--- src/include/fadcp_map.svh ---
// register offsets, field positions and codes of the fault address block
`ifndef FADCP_MAP_SVH
`define FADCP_MAP_SVH
`define FADCP_DEC_MSB     11
`define FADCP_OFF_MPFA    12'h000
`define FADCP_OFF_BFA     12'h004
`define FADCP_OFF_CPAC    12'h008
`define FADCP_OFF_STAT    12'h00C
`define FADCP_ST_MPV      0
`define FADCP_ST_BFV      1
`define FADCP_FP_PRI_LSB  20
`define FADCP_FP_SEC_LSB  22
`define FADCP_FP_NUM      4'hA
`define FADCP_CP_SEL_MSB  3
`define FADCP_NUM_CP      8
`define FADCP_NUM_BANK    2
`define FADCP_PROT_NS     1
`define FADCP_RESP_OKAY   2'h0
`define FADCP_RESP_SLVERR 2'h2
`define FADCP_ZERO32      32'h0000_0000
`define FADCP_SEL_SEC     2'h1
`define FADCP_SEL_NS      2'h2
`endif

--- src/include/fadcp_pkg.sv ---
// types shared by the fault address and coprocessor access block
package fadcp_pkg;
    typedef enum logic [1:0] {
        PRIV_DENY     = 2'h0,
        PRIV_PRIVONLY = 2'h1,
        PRIV_RSVD     = 2'h2,
        PRIV_FULL     = 2'h3
    } fadcp_priv_t;

    typedef enum logic [1:0] {
        WR_COLLECT = 2'b01,
        WR_RESP    = 2'b10
    } fadcp_wr_state_t;

    typedef enum logic [1:0] {
        RD_IDLE = 2'b01,
        RD_RESP = 2'b10
    } fadcp_rd_state_t;
endpackage : fadcp_pkg

--- src/core/fadcp_access_check.sv ---
// privilege decode of one coprocessor access-control word
`timescale 1ns/1ps
`include "fadcp_map.svh"
module fadcp_access_check
    import fadcp_pkg::*;
(
    input  wire logic [31:0] coproc_access_control_i,
    input  wire logic [3:0]  num_i,
    input  wire logic        priv_i,
    output logic             deny_o
);
    logic [`FADCP_NUM_CP-1:0] cp_deny;
    fadcp_priv_t              fp_field;

    // reserved codes behave like no access
    function automatic logic field_denies(input fadcp_priv_t f, input logic priv);
        field_denies = (f != PRIV_FULL) && !((f == PRIV_PRIVONLY) && priv);
    endfunction : field_denies

    genvar m;
    generate
        for (m = 0; m < `FADCP_NUM_CP; m++) begin : g_cp
            assign cp_deny[m] = field_denies(fadcp_priv_t'(coproc_access_control_i[2*m +: 2]), priv_i);
        end
    endgenerate

    // only the primary floating-point field is looked at
    assign fp_field = fadcp_priv_t'(coproc_access_control_i[`FADCP_FP_PRI_LSB +: 2]);

    always_comb begin
        if (num_i == `FADCP_FP_NUM) begin
            deny_o = field_denies(fp_field, priv_i);
        end else if (!num_i[`FADCP_CP_SEL_MSB]) begin
            deny_o = cp_deny[num_i[`FADCP_CP_SEL_MSB-1:0]];
        end else begin
            deny_o = 1'b1;
        end
    end
endmodule : fadcp_access_check

--- src/core/fadcp_top.sv ---
// fault address capture and coprocessor access control with AXI4-Lite slave
//
// The address map and the AXI4-Lite slave port were decided locally.
`timescale 1ns/1ps
`include "fadcp_map.svh"
module fadcp_top
    import fadcp_pkg::*;
#(
    parameter bit       SEC_PRESENT = 1'b1,
    parameter bit       FP_PRESENT  = 1'b1,
    parameter bit [7:0] CP_IMPL     = 8'hFF
) (
    input  wire logic        MCLK_I,
    input  wire logic        RST_N_I,
    input  wire logic        CE_I,
    input  wire logic        S_AXI_AWVALID_I,
    output logic             S_AXI_AWREADY_O,
    input  wire logic [31:0] S_AXI_AWADDR_I,
    input  wire logic [2:0]  S_AXI_AWPROT_I,
    input  wire logic        S_AXI_WVALID_I,
    output logic             S_AXI_WREADY_O,
    input  wire logic [31:0] S_AXI_WDATA_I,
    input  wire logic [3:0]  S_AXI_WSTRB_I,
    output logic             S_AXI_BVALID_O,
    input  wire logic        S_AXI_BREADY_I,
    output logic [1:0]       S_AXI_BRESP_O,
    input  wire logic        S_AXI_ARVALID_I,
    output logic             S_AXI_ARREADY_O,
    input  wire logic [31:0] S_AXI_ARADDR_I,
    input  wire logic [2:0]  S_AXI_ARPROT_I,
    output logic             S_AXI_RVALID_O,
    input  wire logic        S_AXI_RREADY_I,
    output logic [31:0]      S_AXI_RDATA_O,
    output logic [1:0]       S_AXI_RRESP_O,
    input  wire logic        MPF_EVENT_I,
    input  wire logic [31:0] MPF_ADDR_I,
    input  wire logic        MPF_NS_I,
    input  wire logic        BF_EVENT_I,
    input  wire logic [31:0] BF_ADDR_I,
    input  wire logic        CP_REQ_I,
    input  wire logic [3:0]  CP_NUM_I,
    input  wire logic        CP_PRIV_I,
    input  wire logic        CP_NS_I,
    output logic             CP_FAULT_O
);
    // ------------------------------------------------------------
    // state
    // ------------------------------------------------------------
    fadcp_wr_state_t wr_state_ff;
    fadcp_rd_state_t rd_state_ff;
    logic            aw_got_ff;
    logic            w_got_ff;
    logic [31:0]     awaddr_ff;
    logic            awns_ff;
    logic [31:0]     wdata_ff;
    logic [3:0]      wstrb_ff;
    logic [1:0]      bresp_ff;
    logic [31:0]     rdata_ff;
    logic [1:0]      rresp_ff;
    logic [31:0]     mpfa_ff  [`FADCP_NUM_BANK];
    logic [31:0]     coproc_access_control_ff [`FADCP_NUM_BANK];
    logic [1:0]      mpv_ff;
    logic [31:0]     bfa_ff;
    logic            bfv_ff;
    logic            cp_fault_ff;

    logic [31:0]                 cp_wmask;
    logic [`FADCP_DEC_MSB:0]     wr_off;
    logic [`FADCP_DEC_MSB:0]     rd_off;
    logic [1:0]                  wr_sel;
    logic [1:0]                  rd_sel;
    logic [1:0]                  mp_sel;
    logic [1:0]                  cp_sel;
    logic                        do_write;
    logic                        wr_ok;
    logic                        aw_hs;
    logic                        w_hs;
    logic                        ar_hs;
    logic                        nxt_rd_ok;
    logic [31:0]                 nxt_rdata;
    logic                        cp_deny;
    logic [31:0]                 wr_merged;

    function automatic logic [1:0] bank_sel(input logic ns);
        bank_sel = (SEC_PRESENT && ns) ? `FADCP_SEL_NS : `FADCP_SEL_SEC;
    endfunction : bank_sel

    function automatic logic [31:0] merge(input logic [31:0] old, input logic [31:0] nw,
                                          input logic [3:0] strb);
        for (int i = 0; i < 4; i++) begin
            merge[8*i +: 8] = strb[i] ? nw[8*i +: 8] : old[8*i +: 8];
        end
    endfunction : merge

    // ------------------------------------------------------------
    // writable bits of the access-control word
    // ------------------------------------------------------------
    genvar m;
    generate
        for (m = 0; m < `FADCP_NUM_CP; m++) begin : g_mask
            assign cp_wmask[2*m +: 2] = {2{CP_IMPL[m]}};
        end
    endgenerate
    assign cp_wmask[`FADCP_FP_PRI_LSB-1:2*`FADCP_NUM_CP] = '0;
    assign cp_wmask[`FADCP_FP_SEC_LSB+1:`FADCP_FP_PRI_LSB] = {4{FP_PRESENT}};
    assign cp_wmask[31:`FADCP_FP_SEC_LSB+2] = '0;

    // ------------------------------------------------------------
    // write channel
    // ------------------------------------------------------------
    assign S_AXI_AWREADY_O = CE_I && (wr_state_ff == WR_COLLECT) && !aw_got_ff;
    assign S_AXI_WREADY_O  = CE_I && (wr_state_ff == WR_COLLECT) && !w_got_ff;
    assign S_AXI_BVALID_O  = (wr_state_ff == WR_RESP);
    assign S_AXI_BRESP_O   = bresp_ff;
    assign aw_hs     = S_AXI_AWVALID_I && S_AXI_AWREADY_O;
    assign w_hs      = S_AXI_WVALID_I && S_AXI_WREADY_O;
    assign do_write  = CE_I && (wr_state_ff == WR_COLLECT) && aw_got_ff && w_got_ff;
    assign wr_off    = awaddr_ff[`FADCP_DEC_MSB:0];
    assign wr_sel    = bank_sel(awns_ff);
    assign wr_ok     = (wr_off == `FADCP_OFF_MPFA) || (wr_off == `FADCP_OFF_BFA) ||
                       (wr_off == `FADCP_OFF_CPAC) || (wr_off == `FADCP_OFF_STAT);
    assign wr_merged = merge(`FADCP_ZERO32, wdata_ff, wstrb_ff);

    always_ff @(posedge MCLK_I) begin
        if (!RST_N_I) begin
            aw_got_ff <= 1'b0;
            awaddr_ff <= `FADCP_ZERO32;
            awns_ff   <= 1'b0;
        end else if (CE_I) begin
            if (aw_hs) begin
                aw_got_ff <= 1'b1;
                awaddr_ff <= S_AXI_AWADDR_I;
                awns_ff   <= S_AXI_AWPROT_I[`FADCP_PROT_NS];
            end else if (do_write) begin
                aw_got_ff <= 1'b0;
            end
        end
    end

    always_ff @(posedge MCLK_I) begin
        if (!RST_N_I) begin
            w_got_ff <= 1'b0;
            wdata_ff <= `FADCP_ZERO32;
            wstrb_ff <= 4'h0;
        end else if (CE_I) begin
            if (w_hs) begin
                w_got_ff <= 1'b1;
                wdata_ff <= S_AXI_WDATA_I;
                wstrb_ff <= S_AXI_WSTRB_I;
            end else if (do_write) begin
                w_got_ff <= 1'b0;
            end
        end
    end

    always_ff @(posedge MCLK_I) begin
        if (!RST_N_I) begin
            wr_state_ff <= WR_COLLECT;
            bresp_ff    <= `FADCP_RESP_OKAY;
        end else if (CE_I) begin
            unique case (wr_state_ff)
                WR_COLLECT: begin
                    if (do_write) begin
                        wr_state_ff <= WR_RESP;
                        bresp_ff    <= wr_ok ? `FADCP_RESP_OKAY : `FADCP_RESP_SLVERR;
                    end
                end
                WR_RESP: begin
                    if (S_AXI_BREADY_I) begin
                        wr_state_ff <= WR_COLLECT;
                    end
                end
            endcase
        end
    end

    // ------------------------------------------------------------
    // banked registers: memprot address, its flag, access control
    // ------------------------------------------------------------
    assign mp_sel = bank_sel(MPF_NS_I);

    genvar b;
    generate
        for (b = 0; b < `FADCP_NUM_BANK; b++) begin : g_bank
            always_ff @(posedge MCLK_I) begin
                if (!RST_N_I) begin
                    mpfa_ff[b]  <= `FADCP_ZERO32;
                    mpv_ff[b]   <= 1'b0;
                    coproc_access_control_ff[b] <= `FADCP_ZERO32;
                end else if (CE_I) begin
                    // core capture beats a software write in the same cycle
                    if (MPF_EVENT_I && mp_sel[b]) begin
                        mpfa_ff[b] <= MPF_ADDR_I;
                    end else if (do_write && wr_sel[b] && (wr_off == `FADCP_OFF_MPFA)) begin
                        mpfa_ff[b] <= merge(mpfa_ff[b], wdata_ff, wstrb_ff);
                    end
                    // set wins over write-one-to-clear
                    if (MPF_EVENT_I && mp_sel[b]) begin
                        mpv_ff[b] <= 1'b1;
                    end else if (do_write && wr_sel[b] && (wr_off == `FADCP_OFF_STAT) &&
                                 wr_merged[`FADCP_ST_MPV]) begin
                        mpv_ff[b] <= 1'b0;
                    end
                    if (do_write && wr_sel[b] && (wr_off == `FADCP_OFF_CPAC)) begin
                        coproc_access_control_ff[b] <= merge(coproc_access_control_ff[b], wdata_ff, wstrb_ff) & cp_wmask;
                    end
                end
            end
        end
    endgenerate

    // ------------------------------------------------------------
    // shared bus fault address and its flag
    // ------------------------------------------------------------
    always_ff @(posedge MCLK_I) begin
        if (!RST_N_I) begin
            bfa_ff <= `FADCP_ZERO32;
            bfv_ff <= 1'b0;
        end else if (CE_I) begin
            if (BF_EVENT_I) begin
                bfa_ff <= BF_ADDR_I;
            end else if (do_write && (wr_off == `FADCP_OFF_BFA)) begin
                bfa_ff <= merge(bfa_ff, wdata_ff, wstrb_ff);
            end
            if (BF_EVENT_I) begin
                bfv_ff <= 1'b1;
            end else if (do_write && (wr_off == `FADCP_OFF_STAT) && wr_merged[`FADCP_ST_BFV]) begin
                bfv_ff <= 1'b0;
            end
        end
    end

    // ------------------------------------------------------------
    // read channel
    // ------------------------------------------------------------
    assign S_AXI_ARREADY_O = CE_I && (rd_state_ff == RD_IDLE);
    assign S_AXI_RVALID_O  = (rd_state_ff == RD_RESP);
    assign S_AXI_RDATA_O   = rdata_ff;
    assign S_AXI_RRESP_O   = rresp_ff;
    assign ar_hs  = S_AXI_ARVALID_I && S_AXI_ARREADY_O;
    assign rd_off = S_AXI_ARADDR_I[`FADCP_DEC_MSB:0];
    assign rd_sel = bank_sel(S_AXI_ARPROT_I[`FADCP_PROT_NS]);

    always_comb begin
        nxt_rd_ok = 1'b1;
        nxt_rdata = `FADCP_ZERO32;
        unique case (rd_off)
            `FADCP_OFF_MPFA: nxt_rdata = mpfa_ff[rd_sel[1]];
            `FADCP_OFF_BFA:  nxt_rdata = bfa_ff;
            `FADCP_OFF_CPAC: nxt_rdata = coproc_access_control_ff[rd_sel[1]] & cp_wmask;
            `FADCP_OFF_STAT: begin
                nxt_rdata[`FADCP_ST_MPV] = mpv_ff[rd_sel[1]];
                nxt_rdata[`FADCP_ST_BFV] = bfv_ff;
            end
            default:         nxt_rd_ok = 1'b0;
        endcase
    end

    always_ff @(posedge MCLK_I) begin
        if (!RST_N_I) begin
            rd_state_ff <= RD_IDLE;
            rdata_ff    <= `FADCP_ZERO32;
            rresp_ff    <= `FADCP_RESP_OKAY;
        end else if (CE_I) begin
            unique case (rd_state_ff)
                RD_IDLE: begin
                    if (ar_hs) begin
                        rd_state_ff <= RD_RESP;
                        rdata_ff    <= nxt_rdata;
                        rresp_ff    <= nxt_rd_ok ? `FADCP_RESP_OKAY : `FADCP_RESP_SLVERR;
                    end
                end
                RD_RESP: begin
                    if (S_AXI_RREADY_I) begin
                        rd_state_ff <= RD_IDLE;
                    end
                end
            endcase
        end
    end

    // ------------------------------------------------------------
    // coprocessor access check
    // ------------------------------------------------------------
    assign cp_sel = bank_sel(CP_NS_I);

    fadcp_access_check u_check (
        .coproc_access_control_i (coproc_access_control_ff[cp_sel[1]]),
        .num_i   (CP_NUM_I),
        .priv_i  (CP_PRIV_I),
        .deny_o  (cp_deny)
    );

    always_ff @(posedge MCLK_I) begin
        if (!RST_N_I) begin
            cp_fault_ff <= 1'b0;
        end else if (CE_I) begin
            cp_fault_ff <= CP_REQ_I && cp_deny;
        end
    end
    assign CP_FAULT_O = cp_fault_ff;
endmodule : fadcp_top

--- config.mk ---
export PLATFORM = sky130hd
export DESIGN_NAME = fadcp_top
export DESIGN_NICKNAME = d
export VERILOG_FILES = /design/src/include/fadcp_pkg.sv /design/src/core/fadcp_access_check.sv /design/src/core/fadcp_top.sv
export VERILOG_INCLUDE_DIRS = /design/src /design/src/include
export SDC_FILE = /design/constraint.sdc
export NUM_CORES = 1
export LEC_CHECK = 0
export BUFFER_PORTS_ARGS = -buffer_cell sky130_fd_sc_hd__buf_2
export CAP_MARGIN = 20
export CORE_MARGIN = 2
export CORE_UTILIZATION = 40
export DETAILED_ROUTE_END_ITERATION = 16
export PLACE_DENSITY = 0.64
export SYNTH_ARGS = -nofsm -noshare
export SYNTH_HDL_FRONTEND = slang
export SYNTH_SLANG_ARGS = --single-unit
--- constraint.sdc ---
create_clock -name MCLK_I -period 3.2 [get_ports MCLK_I]
set_input_delay 0.96 -clock MCLK_I [delete_from_list [all_inputs] [get_ports MCLK_I]]
set_output_delay 0.96 -clock MCLK_I [all_outputs]
set_load 0.05 [all_outputs]
==> implementation parameters, run 1 <==
Parameter                              Value

Run status
  Run status    finished clean

Routing
  Wire length on met3    2450 um
  Detailed-route vias per instance    5.38
  Detailed-routing wirelength on met1    13500 um
  Number of remaining DRC errors    0
  Total wirelength of the detailed-routed design    roughly 30000 um
  Routed wire per std cell    18.8 um
  Number of DRC markers after the initial detailed-route iteration    597
  WL met2    13200 um
  Detail Route Antenna Nets    0
  Detailed-router iteration count before antenna repair    5
  DR vias    about 8600
  Top layer in use    met5

Clock tree
  Number of levels the H-tree was split into    1
  Number of setup buffers added after CTS    0
  TritonCTS clock tree    built
  Number of resized instances in the post-cts repair step    0
  Hold Buf Count CTS    0
  Insertion delay of the later-clocked pin in the worst-skew pair    between 0.5 and 0.6 ns
  Cell at the root of the clock tree    clkbuf_16
  CTS buffer count    26
  CTS Sinks    ~230
  Clk buf depth    3
  CTS clk-pin slew, worst paths    0.06 ns

STA
  Slew HR    ~53%
  Max Slew Vio Count    0
  Crit path time final    2.80 ns
  Slew at the pin closest to its max-slew limit    between 0.7 and 0.8 ns
  TNS Setup    0 ns
  Final setup violating endpoints    0
  Number of endpoints with negative hold slack in the final report    0
  Post-route clock period utilization    slightly below 90%
  Unrepaired setup endpoints after global routing    false
  Setup skew after layout    between 0.01 and 0.015 ns
  Highest attainable clock frequency    0.357 GHz

Worst setup path
  Flop2flop setup slack    0.67 ns
  Startpoint kind of the worst setup timing path    input pin
  CP startpoint    CE_I
  Maximum fanout encountered on the critical timing path    8
  Worst reg2reg path startpoint    awaddr_ff[0]$_SDFFE_PN0P_
  Critical path class    in2out
  Data required time at the worst endpoint    2.24 ns
  Worst Path Arrival    1.84 ns
  Critical path capture point type    output port

Power
  Pwr per Cell Area    544 nW/um^2
  Power consumption    6.95 mW
  Static Leak    5.33 nW
  Worst vdd ir    323 uV

Synth
  Number of instances in the synthesized netlist    ~1100
  Syn Area/Cell    9.99 um^2
  Sequential element share of the synthesized area    between 50% and 60%
  Number of enable-type register cells in the synthesized netlist    104
  Synth top area share    slightly below 30%
  Largest cells by area after synthesis    edfxtp_1 30%, dfxtp_1 24%, mux2i_1 7.7%
  Synth warnings    0
  #FFs+latches synth    around 230
  Post-synth top area cell    edfxtp_1
  Most frequently used flop master after synthesis    dfxtp_1
  Netlist area before placement    10600 um^2
  Async set or reset register ratio after synthesis    0%
  Unique masters post-synth    53

Layout
  Total area of multi-input combinational cells    4570 um^2
  Post-synthesis to final-layout area growth    20.9%
  Sequential Area    roughly 5600 um^2
  Post-route design area    12800 um^2
  Fraction of final layout cells sized beyond drive strength 1    between 20% and 30%
  Fillers    2481
  Core utilization of the finished layout    49.2%
  Final-stage net count    1421

Place
  Port Buffers    between 150 and 200
  Sum of net half-perimeters after detailed placement    approximately 22000 um
  Placed Instance Area    ~12000 um^2
  Final Wtd Congestion    0.830

Floorplan
  Placement row count    ~60
  I/O pin count    230
  Initial cell density of the core    roughly two fifths
  X dimension of the die    167 um
  Placeable Area    ~26000 um^2
  Area of the die    27700 um^2
  Die outline height    approximately 170 um

GRT
  Global-route total usage across every layer    20.9%
  Number of antenna violations at the first check in global routing    7
  Maximum number of pins on one net before global-route repair    77
  Number of global-route vias before repair    8288
  Total grt overflow    0
  Wire length of the first global-routing pass    46000 um

Min path
  Startpoint of the most critical hold path    S_AXI_RDATA_O[31]$_SDFFE_PN0P_
  Hold Path Class    reg2reg

Flow run
  Number of maximum-capacitance constraint violations    0
==> state kept, by name, summed over array words and instances, names as in the netlist, 2 cells and up <==
register / flops
wdata_ff: 32
rd_state_ff: 2
mpfa_ff: 64
bfa_ff: 32
wr_state_ff: 2
coproc_access_control_ff: 40
wstrb_ff: 4
mpv_ff: 2
awaddr_ff: 12
S_AXI_RDATA_O: 32
==> layout make-up <==
type / instances / area share [%]
timing repair buffer: 229 / 9.87
tap: 335 / 3.28
multi-input combinational: 740 / 35.7
antenna: 6 / 0.117
clock inverter: 11 / 0.989
sequential: 229 / 44.0
inverter: 7 / 0.206
clock buffer: 37 / 5.81
==> path summary, 6_finish.rpt <==
path	end	cells after the start
min reg2reg	S_AXI_RDATA_O[31]$_SDFFE_PN0P_	2
max	S_AXI_WREADY_O	5
min	S_AXI_RDATA_O[31]$_SDFFE_PN0P_	2
max reg2reg	mpfa_ff[0][9]$_DFFE_PP_	5
==> kinds of logic after synthesis <==
| logic type | share of synthesized area (%) |
|---|---|
| and+or+nand+nor | 15.2 |
| muxes | 8.42 |
| buffers and inverters | 3.63 |
| AOI/OAI and AO/OA | 19.5 |
| other | 0.0355 |
| DFF | 53.2 |
==> report_power, final <==
| part | internal (mW) | switching [mW] |
|---|---|---|
| registers | 3.20 | 0.0892 |
| clock network | 1.85 | 1.16 |
| logic | 0.262 | 0.386 |
==> layer usage <==
layer | global-route usage, % | vias up
li1 | - | 4171
met1 | 29.2 | 4025
met2 | 32.3 | 322
met3 | 4.25 | 58
met4 | 7.12 | 4
met5 | 0 | -
==> cells in the final DEF, fill, tap and decap left out, types with 8 or more instances in the layout <==
cell | netlist | routed
nand3_1 | 18 | 18
nor2_1 | 86 | 85
nand2_1 | 210 | 210
dfxtp_1 | 125 | 125
a22o_1 | 34 | 34
o21ai_2 | 17 | 17
buf_2 | 18 | 183
o21ai_0 | 57 | 57
buf_4 | 2 | 46
o211a_1 | 32 | 32
a21oi_1 | 34 | 34
nor2b_1 | 9 | 9
mux2i_1 | 81 | 81
o211ai_1 | 13 | 13
a32o_1 | 8 | 8
o22ai_1 | 18 | 18
clkbuf_16 | 0 | 27
a21boi_0 | 53 | 53
edfxtp_1 | 104 | 104
==> critical path: stages <==
cell,delay (ns)
buf_2,0.13
buf_4,0.17
nand3b_1,0.10
nor2_1,0.18
buf_2,0.30
==> synth_stat cells (all sizes together), types with 2 or more instances <==
cell	count
nand3	18
nand4	3
o211a	32
nand3b	5
nor4	4
edfxtp	104
a22oi	3
mux2i	81
nand4b	6
nor2	86
o22ai	18
nor3	2
and2	7
o21ai	81
mux2	3
nand2	210
inv	7
and3	2
a31o	2
a21boi	53
or2	2
o41ai	2
mux4	2
buf	27
a21oi	34
a32o	8
o211ai	13
dfxtp	125
a22o	34
a21o	5
nor2b	9
clkbuf	56
nand2b	3
==> per-stage QoR <==
| step | hold slack, ns | worst slack [ns] | std cells |
|---|---|---|---|
| after CTS | 0.453 | 0.386 | 1588 |
| final | 0.448 | 0.397 | 1594 |
| after detailed placement | 0.440 | 0.166 | 1540 |
| after global routing | 0.478 | 0.335 | 1593 |
| after floorplan | 0.443 | 0.138 | 1059 |
| after global placement | 0.435 | 0.213 | 1540 |
Power figures use the tool's default switching activity.
==> run 2, diff against run 1 <==
==> constraint.sdc (replaced) <==
create_clock -name MCLK_I -period 3.55 [get_ports MCLK_I]
set_input_delay 1.065 -clock MCLK_I [delete_from_list [all_inputs] [get_ports MCLK_I]]
set_output_delay 1.065 -clock MCLK_I [all_outputs]
set_load 0.05 [all_outputs]
==> run 2 against run 1 <==
Net effect:
- sequential power shrank 9.7%
- register-to-register slack improved by 0.37 ns
- power fell by 15%
- clock skew up 0.0056 ns
- first-iteration DRC count down 4.7%
- highest routed layer unchanged
- critical path depth unchanged
- combinational power shrank 10%
- non-clock buffer count is 5 lower
==> implementation parameters, run 2 (synthesis gave the netlist of run 1 again) <==
Parameter                              Value

Run status
  Run status    finished clean (unchanged)

Worst setup path
  Reg2reg end    coproc_access_control_ff[0][18]$_SDFFCE_PN0P_ (was mpfa_ff[0][9]$_DFFE_PP_)
  Worst reg2reg path startpoint    awaddr_ff[6]$_SDFFE_PN0P_ (was awaddr_ff[0]$_SDFFE_PN0P_)
  Data required time at the worst endpoint    2.48 ns (was 2.24 ns)
  Critical path class    in2out (unchanged)
  Cell count of the worst reg-to-reg path    6 (was 5)
  Startpoint kind of the worst setup timing path    input pin (unchanged)
  Maximum fanout encountered on the critical timing path    9 (was 8)
  Worst Path Arrival    1.94 ns (was 1.84 ns)
  Critical path capture point type    output port (unchanged)
  Flop2flop setup slack    1.04 ns (was 0.67 ns)

Power
  Pwr per Cell Area    471 nW/um^2 (was 544 nW/um^2)
  Static Leak    5.25 nW (was 5.33 nW)
  Worst vdd ir    294 uV (was 323 uV)
  Power consumption    5.94 mW (was 6.95 mW)

Clock tree
  Number of resized instances in the post-cts repair step    0 (unchanged)
  Hold Buf Count CTS    0 (unchanged)
  CTS Sinks    229 (unchanged)
  CTS clk-pin slew, worst paths    0.06 ns (about the same)
  Number of levels the H-tree was split into    1 (unchanged)
  TritonCTS clock tree    built (unchanged)
  CTS buffer count    25 (was 26)
  Insertion delay of the later-clocked pin in the worst-skew pair    0.52 ns (about the same)
  Number of setup buffers added after CTS    0 (unchanged)
  Cell at the root of the clock tree    clkbuf_16 (unchanged)
  Clk buf depth    3 (unchanged)

GRT
  Global routing met3 resource utilization    4.90% (was 4.25%)
  Maximum number of pins on one net before global-route repair    64 (was 77)
  Number of global-route vias before repair    8241 (was 8288)
  Global routing's busiest layer    met2 (unchanged)
  Global-route track usage on met1    29.5% (was 29.2%)
  Wire length of the first global-routing pass    46500 um (was 46000 um)
  Global-route total usage across every layer    20.9% (about the same)
  GR Util met2    32.8% (was 32.3%)
  Total grt overflow    0 (unchanged)
  Number of antenna violations at the first check in global routing    7 (unchanged)

Place
  DP Worst Slack    0.309 ns (was 0.166 ns)
  Placed Instances    1535 (was 1540)
  Port Buffers    183 (unchanged)
  Placed Instance Area    11900 um^2 (about the same)
  Sum of net half-perimeters after detailed placement    21800 um (was 22000 um)
  Final Wtd Congestion    0.793 (was 0.830)

Routing
  Detail Route Antenna Nets    0 (unchanged)
  Number of remaining DRC errors    0 (unchanged)
  Detailed-router iteration count before antenna repair    5 (unchanged)
  Routed wire per std cell    18.8 um (about the same)
  DR vias    8544 (was 8580)
  Detailed-route vias per instance    5.39 (was 5.38)
  Number of DRC markers after the initial detailed-route iteration    569 (was 597)
  Total wirelength of the detailed-routed design    29800 um (was 30000 um)

Min path
  Startpoint of the most critical hold path    S_AXI_RDATA_O[18]$_SDFFE_PN0P_ (was S_AXI_RDATA_O[31]$_SDFFE_PN0P_)
  End point of the worst hold path    S_AXI_RDATA_O[18]$_SDFFE_PN0P_ (was S_AXI_RDATA_O[31]$_SDFFE_PN0P_)
  Number of cells on the worst hold path    2 (unchanged)
  Hold Path Class    reg2reg (unchanged)

Layout
  Largest register FFs    64 (unchanged)
  Fillers    2464 (was 2481)
  Sequential Area    5630 um^2 (unchanged)
  Post-synthesis to final-layout area growth    19.3% (was 20.9%)
  Final cell count without fillers    1584 (was 1594)
  Core utilization of the finished layout    48.5% (was 49.2%)
  Total area of multi-input combinational cells    4570 um^2 (unchanged)
  Regs by FF count    mpfa_ff x64, coproc_access_control_ff x40 (unchanged)
  Commonest non-fill, non-tap cell in the layout    nand2_1 (unchanged)
  Highest-count cells in the layout ignoring fill and taps    210 x nand2_1, 183 x buf_2, 125 x dfxtp_1 (unchanged)
  Largest register by flop count    mpfa_ff (unchanged)
  Final-stage net count    1415 (was 1421)
  Fraction of final layout cells sized beyond drive strength 1    23.5% (was 23.7%)
  Post-route design area    12600 um^2 (was 12800 um^2)

STA
  Unrepaired setup endpoints after global routing    false (unchanged)
  Crit path time final    3.00 ns
  Setup skew after layout    0.0167 ns (was 0.0111 ns)
  Minimum setup slack in the final design    0.545 ns (was 0.397 ns)
  Max Slew Vio Count    0 (unchanged)
  Slew at the pin closest to its max-slew limit    0.826 ns (was 0.709 ns)
  TNS Setup    0 ns (unchanged)
  Slew HR    44.9% (was 52.7%)
  Highest attainable clock frequency    0.333 GHz
  Hold_ws    0.449 ns (was 0.448 ns)
  Post-route clock period utilization    between 80 and 90%
  Final setup violating endpoints    0 (unchanged)
  Number of endpoints with negative hold slack in the final report    0 (unchanged)

Floorplan
  Area of the die    27700 um^2 (unchanged)
  Placement row count    59 (unchanged)
  Die outline height    167 um (unchanged)
  X dimension of the die    167 um (unchanged)
  I/O pin count    230 (unchanged)
  Placeable Area    26000 um^2 (unchanged)
  Initial cell density of the core    40.7% (unchanged)

Flow run
  Number of maximum-capacitance constraint violations    0 (unchanged)
## run 2: critical path, stage by stage
cell	delay, ns
buf_2	0.09
buf_4	0.18
nand3b_1	0.11
nor2_1	0.19
buf_2	0.30
## run 2: how the worst max path moves through the flow
stage	start	endpoint	slack (ns)
floorplan	CE_I	S_AXI_AWREADY_O	0.28
global placement	CE_I	coproc_access_control_ff[0][19]$_SDFFCE_PN0P_	0.34
detailed placement	CE_I	coproc_access_control_ff[0][18]$_SDFFCE_PN0P_	0.31
CTS	CE_I	S_AXI_WREADY_O	0.55
global route	CE_I	S_AXI_WREADY_O	0.48
finish	CE_I	S_AXI_WREADY_O	0.55
## run 2: power by group
group          switching [mW]  total [mW]  internal (mW)
logic                   0.347       0.580          0.234
clock network            1.05        2.39           1.34
registers              0.0807        2.97           2.89
## run 2: metal layers
layer	wire [um]	up-vias	part of all wire, %
met5	62	-	0.21
met4	595	10	2.0
met3	2290	53	7.7
met2	13100	301	44
met1	13700	4038	46
li1	-	4142	-
## run 2: cell type report
cell class	instances	area share [%]
Inverter	7	0.208
Clock buffer	34	5.39
Multi-Input combinational cell	740	36.2
Timing Repair Buffer	224	9.70
Tap cell	335	3.32
Sequential cell	229	44.6
Antenna cell	3	0.0595
Clock inverter	12	0.526
==> run 3, diff against run 2 <==
==> constraint.sdc (replaced) <==
create_clock -name MCLK_I -period 2.8 [get_ports MCLK_I]
set_input_delay 0.84 -clock MCLK_I [delete_from_list [all_inputs] [get_ports MCLK_I]]
set_output_delay 0.84 -clock MCLK_I [all_outputs]
set_load 0.05 [all_outputs]
==> run 3 against run 2 <==
Net effect:
- combinational power increased by 31%
- clock skew down 0.0096 ns
- register-to-register slack got worse by 0.53 ns
- die area unchanged
- largest power group unchanged
==> implementation parameters, run 3 (synthesis gave the netlist of run 1 again) <==
Parameter                              Value

Run status
  Run status    finished clean (unchanged)

STA
  Unrepaired setup endpoints after global routing    false (unchanged)
  Final setup violating endpoints    0 (unchanged)
  Setup skew after layout    0.00718 ns (was 0.0167 ns)
  Hold_ws    0.455 ns (was 0.449 ns)
  Minimum setup slack in the final design    0.231 ns (was 0.545 ns)
  Post-route clock period utilization    91.7%
  Crit path time final    2.57 ns
  TNS Setup    0 ns (unchanged)
  Highest attainable clock frequency    0.389 GHz
  Max Slew Vio Count    0 (unchanged)
  Number of endpoints with negative hold slack in the final report    0 (unchanged)
  Slew at the pin closest to its max-slew limit    0.676 ns (was 0.826 ns)
  Slew HR    54.9% (was 44.9%)

Min path
  End point of the worst hold path    S_AXI_RDATA_O[31]$_SDFFE_PN0P_ (was S_AXI_RDATA_O[18]$_SDFFE_PN0P_)
  Hold Path Class    reg2reg (unchanged)
  Startpoint of the most critical hold path    S_AXI_RDATA_O[31]$_SDFFE_PN0P_ (was S_AXI_RDATA_O[18]$_SDFFE_PN0P_)
  Number of cells on the worst hold path    2 (unchanged)

Routing
  Number of remaining DRC errors    0 (unchanged)
  DR vias    8632 (was 8544)
  Detailed-router iteration count before antenna repair    5 (unchanged)
  Number of DRC markers after the initial detailed-route iteration    690 (was 569)
  Detailed-route vias per instance    5.40 (was 5.39)
  Routed wire per std cell    18.8 um (about the same)
  Total wirelength of the detailed-routed design    30000 um (was 29800 um)
  Detail Route Antenna Nets    0 (unchanged)

Worst setup path
  CP Cell Sequence    buf_2 > buf_12 > nand3b_1 > nor2_1 > buf_2 (was buf_2 > buf_4 > nand3b_1 > nor2_1 > buf_2)
  Startpoint kind of the worst setup timing path    input pin (unchanged)
  Critical path class    in2out (unchanged)
  Worst reg2reg path startpoint    awaddr_ff[0]$_SDFFE_PN0P_ (was awaddr_ff[6]$_SDFFE_PN0P_)
  Max incr delay on CP    0.30 ns (about the same)
  Critical-path top delay cell    buf_2 (unchanged)
  Critical path capture point type    output port (unchanged)
  Data required time at the worst endpoint    1.96 ns (was 2.48 ns)
  Flop2flop setup slack    0.51 ns (was 1.04 ns)
  Maximum fanout encountered on the critical timing path    19 (was 9)
  Cell count of the worst reg-to-reg path    5 (was 6)
  Critical path's top delay family    buffers and inverters (unchanged)
  Cell occurring most often along the worst timing path    buf_2 (unchanged)
  Worst Path Arrival    1.73 ns (was 1.94 ns)
  Reg2reg end    mpfa_ff[0][22]$_DFFE_PP_ (was coproc_access_control_ff[0][18]$_SDFFCE_PN0P_)
  Total buffers and inverters traversed by the critical path    3 (unchanged)

Place
  DP Worst Slack    0.0274 ns (was 0.309 ns)
  Final Wtd Congestion    0.833 (was 0.793)
  Sum of net half-perimeters after detailed placement    21500 um (was 21800 um)
  Placed Instance Area    12000 um^2 (was 11900 um^2)
  Port Buffers    183 (unchanged)
  Placed Instances    1548 (was 1535)

Clock tree
  CTS buffer count    26 (was 25)
  Number of resized instances in the post-cts repair step    0 (unchanged)
  CTS Sinks    229 (unchanged)
  Clk buf depth    3 (unchanged)
  Hold Buf Count CTS    0 (unchanged)
  TritonCTS clock tree    built (unchanged)
  Number of levels the H-tree was split into    1 (unchanged)
  Cell at the root of the clock tree    clkbuf_16 (unchanged)
  Insertion delay of the later-clocked pin in the worst-skew pair    0.53 ns (was 0.52 ns)
  Number of setup buffers added after CTS    0 (unchanged)
  CTS clk-pin slew, worst paths    0.06 ns (about the same)

Layout
  Fillers    2402 (was 2464)
  Highest-count cells in the layout ignoring fill and taps    210 x nand2_1, 183 x buf_2, 125 x dfxtp_1 (unchanged)
  Largest register FFs    64 (unchanged)
  Largest register by flop count    mpfa_ff (unchanged)
  Post-route design area    12900 um^2 (was 12600 um^2)
  Fraction of final layout cells sized beyond drive strength 1    24.5% (was 23.5%)
  Regs by FF count    mpfa_ff x64, coproc_access_control_ff x40 (unchanged)
  Final-stage net count    1429 (was 1415)
  Core utilization of the finished layout    49.6% (was 48.5%)
  Post-synthesis to final-layout area growth    21.9% (was 19.3%)
  Commonest non-fill, non-tap cell in the layout    nand2_1 (unchanged)
  Final cell count without fillers    1599 (was 1584)

Floorplan
  I/O pin count    230 (unchanged)
  Area of the die    27700 um^2 (unchanged)
  X dimension of the die    167 um (unchanged)
  Initial cell density of the core    40.7% (unchanged)
  Die outline height    167 um (unchanged)
  Placeable Area    26000 um^2 (unchanged)
  Placement row count    59 (unchanged)

Power
  Cell internal pwr    5.98 mW (was 4.46 mW)
  Combinational Power Share    9.6% (was 9.8%)
  Part of the total power dissipated in sequential elements    47.8% (was 50.0%)
  Worst vdd ir    474 uV (was 294 uV)
  Power consumption    7.88 mW (was 5.94 mW)
  Sw Ratio    24.0% (was 24.8%)
  Pwr per Cell Area    611 nW/um^2 (was 471 nW/um^2)
  Static Leak    5.38 nW (was 5.25 nW)
  Proportion of power drawn by the clock network    42.6% (was 40.2%)
  NetSw    1.89 mW (was 1.48 mW)

GRT
  Number of antenna violations at the first check in global routing    5 (was 7)
  Number of global-route vias before repair    8253 (was 8241)
  Global-route total usage across every layer    20.8% (was 20.9%)
  Total grt overflow    0 (unchanged)
  Maximum number of pins on one net before global-route repair    84 (was 64)
  Wire length of the first global-routing pass    45600 um (was 46500 um)

Flow run
  Number of maximum-capacitance constraint violations    0 (unchanged)
run 3: changes by cell type in the layout (fill, tap and decap cells not counted), sizes merged:
cell / change
bufinv: +2
buf: +13
clkinv: -2
clkinvlp: -1
clkbuf: +3
run 3: cell type report:
class | instances | area, um^2 | area share [%]
Sequential cell | 229 | 5630 | 43.7
Inverter | 7 | 26.3 | 0.204
Timing Repair Buffer | 237 | 1400 | 10.8
Antenna cell | 3 | 7.51 | 0.0583
Tap cell | 335 | 419 | 3.25
Clock buffer | 37 | 737 | 5.72
Clock inverter | 11 | 105 | 0.816
Multi-Input combinational cell | 740 | 4570 | 35.5
run 3: worst max-delay path by stage:
stage                        from                                            to  slack [ns]  depth (start not counted)
after detailed placement     CE_I  coproc_access_control_ff[1][7]$_SDFFCE_PN0P_        0.03                          8
final                        CE_I                                S_AXI_WREADY_O        0.23                          5
after global routing         CE_I                                S_AXI_WREADY_O        0.17                          5
after global placement       CE_I  coproc_access_control_ff[1][8]$_SDFFCE_PN0P_        0.06                          8
after CTS                    CE_I                                S_AXI_WREADY_O        0.23                          5
after floorplan           RST_N_I                       mpfa_ff[0][0]$_DFFE_PP_       -0.01                          6
run 3: worst reg2reg max path, cell delays in order, from the launching register on:
cell and delay, ns:
dfxtp_1 0.33, nor4_4 0.56, nand2b_4 0.14, or4b_4 0.60, o21ai_1 0.15, buf_4 0.21
run 3: metal layers:
metal	global-route usage (%)	wire (um)
met2	32.3	13300
met5	0	11
met3	4.73	2580
met4	6.15	693
met1	29.1	13500
run 3: power by group through the flow:
stage | sequential [mW] | clock (mW) | combinational [mW]
after detailed placement | 3.83 | 0 | 0.755
final | 3.76 | 3.35 | 0.759
after CTS | 3.76 | 3.40 | 0.758
after global routing | 3.78 | 3.55 | 0.830
after floorplan | 3.80 | 0 | 0.459
after global placement | 3.82 | 0 | 0.746
